File: src/hdl/vrad_defines.vh
/*
 * Constants for the voice ROM and audio DAC register block: data-memory
 * offsets, control bit positions, reset values and fetch timing.
 * Assumes it is included by bare name into the design files.
 */
`ifndef VRAD_DEFINES_VH
`define VRAD_DEFINES_VH

// ==========================================================
// Register offsets in data memory
`define VRAD_OFS_SET0_HIGH   8'h18
`define VRAD_OFS_SET0_MID    8'h19
`define VRAD_OFS_SET0_LOW    8'h1a
`define VRAD_OFS_SET1_HIGH   8'h1b
`define VRAD_OFS_SET1_MID    8'h1c
`define VRAD_OFS_SET1_LOW    8'h1d
`define VRAD_OFS_SPEECH_CTRL 8'h26
`define VRAD_OFS_SAMPLE_LOW  8'h27
`define VRAD_OFS_SAMPLE_HIGH 8'h28
`define VRAD_OFS_LOUDNESS    8'h29
`define VRAD_OFS_ROM_BYTE    8'h2a

// ==========================================================
// Control register bit positions
`define VRAD_BIT_DAC_EN      1
`define VRAD_BIT_ROM_EN      2
`define VRAD_BIT_SET_SEL     4
`define VRAD_CTRL_RW_MASK    8'h16

// ==========================================================
// Widths and reset values
`define VRAD_ROM_AW          18
`define VRAD_CTRL_RST        8'h00
`define VRAD_BYTE_RST        8'h00

// ==========================================================
// Fetch latency: at least 4 us at 10 ns per cycle
`define VRAD_FETCH_NS        4000
`define VRAD_CLK_NS          10
// Sized so the 12-bit wait counter takes it without truncation
`define VRAD_FETCH_CYC       12'h190

`endif

File: src/hdl/vrad_rom_fetch.v
/*
 * Voice ROM fetch sequencer: restarts on every address change, waits
 * the fetch time, then captures the ROM byte into a holding latch.
 * Assumes a synchronous ROM read port with one cycle of latency.
 */
`include "vrad_defines.vh"

module vrad_rom_fetch (
  // Clock and reset
  input  wire                      i_clk_sys,
  input  wire                      i_rst,
  input  wire                      i_ce,
  // Control
  input  wire                      i_rom_en,
  input  wire                      i_restart,
  // ROM data
  input  wire [7:0]                i_rom_data,
  // Result
  output reg  [7:0]                o_byte,
  output reg                       o_busy
);

  localparam [11:0] FETCH_CYC = `VRAD_FETCH_CYC; // Cycles to wait

  reg [11:0] wait_r;                             // Remaining wait count

  // ==========================================================
  // Wait counter and byte capture
  always @(posedge i_clk_sys) begin
    if (i_rst) begin
      wait_r <= 12'h000;
      o_busy <= 1'b0;
      o_byte <= `VRAD_BYTE_RST;
    end else if (i_ce) begin
      if (!i_rom_en) begin
        // Disabled circuit: nothing reaches the latch
        wait_r <= 12'h000;
        o_busy <= 1'b0;
        o_byte <= `VRAD_BYTE_RST;
      end else if (i_restart) begin
        // New address: start the full wait again
        wait_r <= FETCH_CYC;
        o_busy <= 1'b1;
      end else if (wait_r != 12'h000) begin
        wait_r <= wait_r - 12'h001;
        if (wait_r == 12'h001) begin
          // ROM word has settled long ago; take it
          o_byte <= i_rom_data;
          o_busy <= 1'b0;
        end
      end
    end
  end

endmodule

File: src/hdl/vrad_voice_regs.v
// Functional notes
// Sample is low upper nibble plus high byte
// Low sample register reads zero low nibble
// Eight volume levels from volume upper nibble
// Volume register reads zero low nibble
// Disabled DAC gives no valid output
// Control bit 1 enables the DAC
// Halt leaves DAC state untouched
// Control bit 2 enables ROM access
// Control bit 4 picks address set
// Control bits 0,3,5,6 read zero
// Each set forms 18-bit byte address
// Software waits 4 us before reading
// Fetched byte readable at 2AH
// Software enables, selects, loads, waits, reads
// Software writes both sample registers
// High byte bits 11:4, nibble bits 3:0
/*
 * Register block for the voice subsystem: sample and volume registers
 * feeding the DAC, speech control, two ROM address sets and the fetched
 * ROM byte. Assumes the core presents a one-cycle write or read strobe
 * with an 8-bit data-memory address; read data is registered.
 */
`include "vrad_defines.vh"

module vrad_voice_regs (
  // Clock, reset and enable
  input  wire                      i_clk_sys,
  input  wire                      i_rst,
  input  wire                      i_ce,
  // Data-memory access from the core
  input  wire [7:0]                i_addr,
  input  wire                      i_wr,
  input  wire                      i_rd,
  input  wire [7:0]                i_wdata,
  output reg  [7:0]                o_rdata,
  // Core power state
  input  wire                      i_halt,
  // Voice ROM port
  output reg  [17:0]               o_rom_addr,
  output reg                       o_rom_en,
  input  wire [7:0]                i_rom_data,
  // DAC port
  output reg  [11:0]               o_dac_code,
  output reg  [2:0]                o_dac_vol,
  output reg                       o_dac_en,
  output reg                       o_dac_valid,
  // Status
  output reg                       o_fetch_busy
);

  // ==========================================================
  // Storage
  reg  [7:0]  ctrl_r;                  // Speech control, only rw bits
  reg  [3:0]  samp_lo_r;               // Upper nibble of low sample
  reg  [7:0]  samp_hi_r;               // High sample byte
  reg  [3:0]  vol_r;                   // Volume upper nibble
  reg  [17:0] set_addr_r [0:1];        // Two address latch sets
  reg         restart_r;               // Address just changed
  wire [7:0]  rom_byte;                // Latched ROM byte
  wire        busy;                    // Fetch in progress
  reg  [7:0]  rdata_nxt;               // Read mux result
  wire        sel_set;                 // Active address set

  assign sel_set = ctrl_r[`VRAD_BIT_SET_SEL];

  // Decode a set-0 address to a field: 6=high 5=mid 4=low; set-1 offsets decode to 7 or 0
  function [2:0] set_field;
    input [7:0] a;
    begin
      case (a)
        `VRAD_OFS_SET0_HIGH: set_field = 3'b110;
        `VRAD_OFS_SET0_MID:  set_field = 3'b101;
        `VRAD_OFS_SET0_LOW:  set_field = 3'b100;
        `VRAD_OFS_SET1_HIGH: set_field = 3'b111;
        `VRAD_OFS_SET1_MID:  set_field = 3'b111;
        default:             set_field = 3'b000;
      endcase
    end
  endfunction

  // Set index for an address-set offset
  function set_idx;
    input [7:0] a;
    begin
      set_idx = (a >= `VRAD_OFS_SET1_HIGH);
    end
  endfunction

  // ==========================================================
  // Register writes; halt is deliberately ignored here
  always @(posedge i_clk_sys) begin
    if (i_rst) begin
      ctrl_r    <= `VRAD_CTRL_RST;
      samp_lo_r <= 4'h0;
      samp_hi_r <= 8'h00;
      vol_r     <= 4'h0;
      restart_r <= 1'b0;
      set_addr_r[0] <= 18'h00000;
      set_addr_r[1] <= 18'h00000;
    end else if (i_ce) begin
      restart_r <= 1'b0;
      if (i_wr) begin
        case (i_addr)
          `VRAD_OFS_SPEECH_CTRL: begin
            // Unused bits never stored, so read as zero
            ctrl_r <= i_wdata & `VRAD_CTRL_RW_MASK;
          end
          `VRAD_OFS_SAMPLE_LOW: begin
            samp_lo_r <= i_wdata[7:4];
          end
          `VRAD_OFS_SAMPLE_HIGH: begin
            samp_hi_r <= i_wdata;
          end
          `VRAD_OFS_LOUDNESS: begin
            vol_r <= i_wdata[7:4];
          end
          `VRAD_OFS_SET0_HIGH, `VRAD_OFS_SET1_HIGH: begin
            set_addr_r[set_idx(i_addr)][17:16] <= i_wdata[1:0];
            restart_r <= 1'b1;
          end
          `VRAD_OFS_SET0_MID, `VRAD_OFS_SET1_MID: begin
            set_addr_r[set_idx(i_addr)][15:8] <= i_wdata;
            restart_r <= 1'b1;
          end
          `VRAD_OFS_SET0_LOW, `VRAD_OFS_SET1_LOW: begin
            set_addr_r[set_idx(i_addr)][7:0] <= i_wdata;
            restart_r <= 1'b1;
          end
          default: begin
            // Unmapped offsets belong to other blocks
          end
        endcase
      end else if (i_wr == 1'b0 && ctrl_r[`VRAD_BIT_SET_SEL] != sel_set) begin
        restart_r <= 1'b0;
      end
    end
  end

  // ==========================================================
  // Read mux; narrow fields pad with zeros
  always @* begin
    case (i_addr)
      `VRAD_OFS_SPEECH_CTRL: rdata_nxt = ctrl_r;
      `VRAD_OFS_SAMPLE_LOW:  rdata_nxt = {samp_lo_r, 4'h0};
      `VRAD_OFS_SAMPLE_HIGH: rdata_nxt = samp_hi_r;
      `VRAD_OFS_LOUDNESS:    rdata_nxt = {vol_r, 4'h0};
      `VRAD_OFS_ROM_BYTE:    rdata_nxt = rom_byte;
      `VRAD_OFS_SET0_HIGH:   rdata_nxt = {6'h00, set_addr_r[0][17:16]};
      `VRAD_OFS_SET0_MID:    rdata_nxt = set_addr_r[0][15:8];
      `VRAD_OFS_SET0_LOW:    rdata_nxt = set_addr_r[0][7:0];
      `VRAD_OFS_SET1_HIGH:   rdata_nxt = {6'h00, set_addr_r[1][17:16]};
      `VRAD_OFS_SET1_MID:    rdata_nxt = set_addr_r[1][15:8];
      `VRAD_OFS_SET1_LOW:    rdata_nxt = set_addr_r[1][7:0];
      default:               rdata_nxt = 8'h00;
    endcase
  end

  // ==========================================================
  // Registered outputs
  always @(posedge i_clk_sys) begin
    if (i_rst) begin
      o_rdata      <= 8'h00;
      o_rom_addr   <= 18'h00000;
      o_rom_en     <= 1'b0;
      o_dac_code   <= 12'h000;
      o_dac_vol    <= 3'h0;
      o_dac_en     <= 1'b0;
      o_dac_valid  <= 1'b0;
      o_fetch_busy <= 1'b0;
    end else if (i_ce) begin
      o_rdata      <= i_rd ? rdata_nxt : 8'h00;
      o_rom_addr   <= set_addr_r[sel_set];
      o_rom_en     <= ctrl_r[`VRAD_BIT_ROM_EN];
      // Halt input not used: the enable bit alone governs
      o_dac_en     <= ctrl_r[`VRAD_BIT_DAC_EN];
      // Code zeroed while disabled so stale samples never sound
      o_dac_code   <= ctrl_r[`VRAD_BIT_DAC_EN] ?
                      {samp_hi_r, samp_lo_r} : 12'h000;
      o_dac_valid  <= ctrl_r[`VRAD_BIT_DAC_EN];
      // Eight levels: top three bits of the nibble
      o_dac_vol    <= vol_r[3:1];
      o_fetch_busy <= busy;
    end
  end

  // ==========================================================
  // Fetch sequencer; a set-select change also restarts the wait
  reg sel_q_r;                         // Previous set select
  always @(posedge i_clk_sys) begin
    if (i_rst) begin
      sel_q_r <= 1'b0;
    end else if (i_ce) begin
      sel_q_r <= sel_set;
    end
  end

  vrad_rom_fetch u_fetch (
    .i_clk_sys  (i_clk_sys),
    .i_rst      (i_rst),
    .i_ce       (i_ce),
    .i_rom_en   (ctrl_r[`VRAD_BIT_ROM_EN]),
    .i_restart  (restart_r | (sel_q_r != sel_set)),
    .i_rom_data (i_rom_data),
    .o_byte     (rom_byte),
    .o_busy     (busy)
  );

endmodule

File: config.mk
export PLATFORM = sky130hd
export DESIGN_NAME = vrad_voice_regs
export DESIGN_NICKNAME = d
export VERILOG_FILES = /design/src/hdl/vrad_rom_fetch.v /design/src/hdl/vrad_voice_regs.v
export VERILOG_INCLUDE_DIRS = /design/src /design/src/hdl
export SDC_FILE = /design/constraint.sdc
export NUM_CORES = 1
export LEC_CHECK = 0
export ABC_AREA = 1
export BUFFER_PORTS_ARGS = -buffer_cell sky130_fd_sc_hd__buf_2
export CORE_UTILIZATION = 60
export DETAILED_ROUTE_END_ITERATION = 12
export PLACE_DENSITY_LB_ADDON = 0.25
export SYNTH_ARGS = -nofsm -noshare
export SYNTH_HDL_FRONTEND = slang
export SYNTH_SLANG_ARGS = --single-unit
File: constraint.sdc
create_clock -name i_clk_sys -period 5.05 [get_ports i_clk_sys]
set_clock_uncertainty 0.2 [all_clocks]
set_input_delay 1.2625 -clock i_clk_sys [delete_from_list [all_inputs] [get_ports i_clk_sys]]
set_output_delay 1.2625 -clock i_clk_sys [all_outputs]
set_load 0.005 [all_outputs]
==> results.yml <==
setup_path:
  crit_type: "in2reg"
  cp_data_required_time_ps: 5030
  worst-r2r-cell-count: 9
  startpoint_type: "input pin"
  crit_buf_inv: 2
  endpoint: "set_addr_r[1][8]$_SDFFCE_PN0P_"
  critical-path-top-delay-family: "simple AND/OR/NAND/NOR gates"
  crit_top_cell: "nand2_1"
  arrival_ps: 3380
  r2r_setup_slack_ps: 2080
  crit_slowest_cell: "nor2_2"
  crit_chain: "buf_2 > inv_2 > nand2_1 > nor2_2 > nand2_1 > o2111ai_2 > nand3_2 > nand2_1"
  cp.depth: 8
  worstPathMaxFanout: 26
  endpoint_kind: "flip-flop"
  r2r-end: "u_fetch.o_byte[7]$_SDFFE_PP0P_"
  slowest_delay_ps: 750
  crit_path_start: "i_addr[5]"
  worstReg2RegStart: "ctrl_r[4]$_SDFFE_PP0P_"
sta:
  fin_crit_sh_pct: 67.3
  rsz0062_at_grt: "no"
  slew_violations: 0
  min_period_ps: 3400
  fmaxAchievable_ghz: 0.294
  setup-violations-final: 0
  worst_pin_slew_ps: 999
  maxSlewHeadroom_pct: 33.4
  finalSetupTns_ps: 0
  hold_violations: 0
logic_synthesis:
  netlist_top_cells_area: "dfxtp_1, edfxtp_1, nand2_1, nand3_1, nor2_1"
  ys_warn_count: 0
  synth_area_sq_um: 5750
  ys_top_cells_by_count: "nand2_1, nor2_1, nand3_1"
  synth_edf_count: 36
  synthArstFlopShare_pct: 0
  synth_cells: 769
  syn_area_per_cell_sq_um: 7.47
  ys_seq_elements: 122
  ys_seq_area_share_pct: 48.8
  synth_top_cell_area_share_pct: 30.0
  synthFlopType: "dfxtp_1"
  synth_nets: 802
  yosysMostFrequentCell: "nand2_1"
  synth_top_area_cell: "dfxtp_1"
  synth_cell_types: 33
cells_and_area:
  fillCellCount: 759
  n_antenna_cell: 0
  multi_input_area_sq_um: 2460
  seq_area_sq_um: 2800
  nets: 859
  drive_gt1_share_pct: 14.3
  areaGrowthSynthToFinish_pct: 15.9
  utilization_pct: 72.1
detailed_routing:
  routed_wl_mm: 15.8
  drc: 0
  routedWlPerCell_um: 16.3
  first_pass_iters: 5
  drt_iter0_drc: 435
  avgViaCountPerCell: 5.62
  ant_nets: 0
  vias: 5433
global_routing:
  overflow: 0
  grtUsageTotal_pct: 33.6
  antenna_found_initial: 0
  grt_pass1_wl_mm: 25.2
  grt_max_degree: 71
  first_global_vias: 5279
die:
  rows: 35
  ioPinCount: 75
  core_sq_um: 9240
  start_util_pct: 62.2
  dieArea_sq_um: 9970
  die_w_um: 99.9
  die_h_um: 99.9
clock_network:
  cts_setup_buffers: 0
  cts_tree: "done"
  clk_pin_slew_worst_paths_ps: 50
  ctsRootBufferMaster: "clkbuf_8"
  post_cts_resized: 0
  cts.path.max_buffers: 2
  clk_latency_ps: 530
  cts_made_buffers: 17
  cts_hold_buf: 0
  h-tree-depth: 4
  cts_num_sinks: 122
placed_design:
  io_buffers: 73
  gp_congestion: 0.965
  dp_hpwl_mm: 10.9
power_and_ir_drop:
  cellLeakagePower_nw: 3.00
  power.density_nw_per_um2: 354
  ir_worst_vdd_v: 0.000279
worst_hold_path:
  min_path_type: "reg2reg"
  whs_path_depth: 2
job:
  maxCapViolations: 0
outcome:
  outcome: "completed"
worst min-delay path by stage:
stage / from / to / slack [ps]
2_1_floorplan: vol_r[0]$_SDFFE_PP0P_ / vol_r[0]$_SDFFE_PP0P_ / 220
3_3_place_gp: vol_r[0]$_SDFFE_PP0P_ / vol_r[0]$_SDFFE_PP0P_ / 240
3_5_place_dp: vol_r[0]$_SDFFE_PP0P_ / vol_r[0]$_SDFFE_PP0P_ / 250
4_1_cts: vol_r[0]$_SDFFE_PP0P_ / vol_r[0]$_SDFFE_PP0P_ / 260
5_1_grt: vol_r[0]$_SDFFE_PP0P_ / vol_r[0]$_SDFFE_PP0P_ / 280
6_report: o_rdata[3]$_SDFFE_PP0P_ / o_rdata[3]$_SDFFE_PP0P_ / 260
report_power, final:
| group | switching, W | total [W] | internal [W] |
|---|---|---|---|
| logic | 0.000117 | 0.000169 | 0.0000525 |
| registers | 0.0000210 | 0.00106 | 0.00104 |
| clock network | 0.000399 | 0.00113 | 0.000728 |
stage by stage:
step / setup WS, ps / instances / hold WS (ps) / total power (W) / cell area, sq um
global placement: 1220 / 936 / 241 / 0.00124 / 6110
finish: 1650 / 966 / 261 / 0.00236 / 6660
floorplan: 2140 / 769 / 224 / 0.00119 / 5750
detailed placement: 1160 / 936 / 251 / 0.00125 / 6110
CTS: 1710 / 966 / 260 / 0.00236 / 6660
global route: 1420 / 966 / 283 / 0.00244 / 6660
layout make-up:
class | instances | share of cell area (%)
Multi-Input combinational cell | 529 | 37.0
Inverter | 82 | 4.62
Timing Repair Buffer | 74 | 5.60
Clock inverter | 2 | 0.526
Sequential cell | 122 | 42.1
Clock buffer | 28 | 7.76
Tap cell | 129 | 2.42
worst min-delay path, cell delays in order (launching register included):
cell	delay, ps
dfxtp_1	300
nand2_1	60
a21oi_1	50
flip-flops by register name, summed over array words and instances, names as in the netlist:
signal          cells
o_dac_valid         1
samp_lo_r           4
o_dac_code         12
vol_r               4
u_fetch.o_byte      8
o_rdata             8
o_rom_en            1
sel_q_r             1
ctrl_r              3
u_fetch.wait_r     12
set_addr_r         36
o_rom_addr         18
restart_r           1
o_fetch_busy        1
samp_hi_r           8
u_fetch.o_busy      1
o_dac_vol           3
layout by cell type, fill, tap and decap left out, types with 2 or more instances in the layout:
cell	n
a21oi_1	61
buf_2	73
clkbuf_1	6
clkbuf_16	17
clkbuf_8	5
dfxtp_1	86
edfxtp_1	36
ha_1	3
inv_1	78
inv_2	3
nand2_1	167
nand2_4	2
nand3_1	100
nand3_2	2
nand3b_1	2
nand3b_2	2
nor2_1	112
nor2_2	10
nor3_1	5
o211ai_1	23
o21ai_0	30
o21bai_1	2
cells by family (layout without fill, tap and decap cells):
group / Yosys count / after routing / synth area share [%]
AND/OR/NAND/NOR: 404 / 404 / 30.1
adder cells (fa/ha/maj): 3 / 3 / 0.653
flip-flops: 122 / 122 / 48.8
buffers and inverters: 118 / 186 / 8.32
AO/OA/AOI/OAI: 120 / 120 / 11.8
XOR/XNOR: 2 / 2 / 0.305
routing by layer:
metal	GRT usage, %	share of wire [%]
met1	40.4	41
met2	55.9	48
met3	8.08	7.2
met4	17.9	4.0
met5	0	0
(Power assumes the default switching activity.)
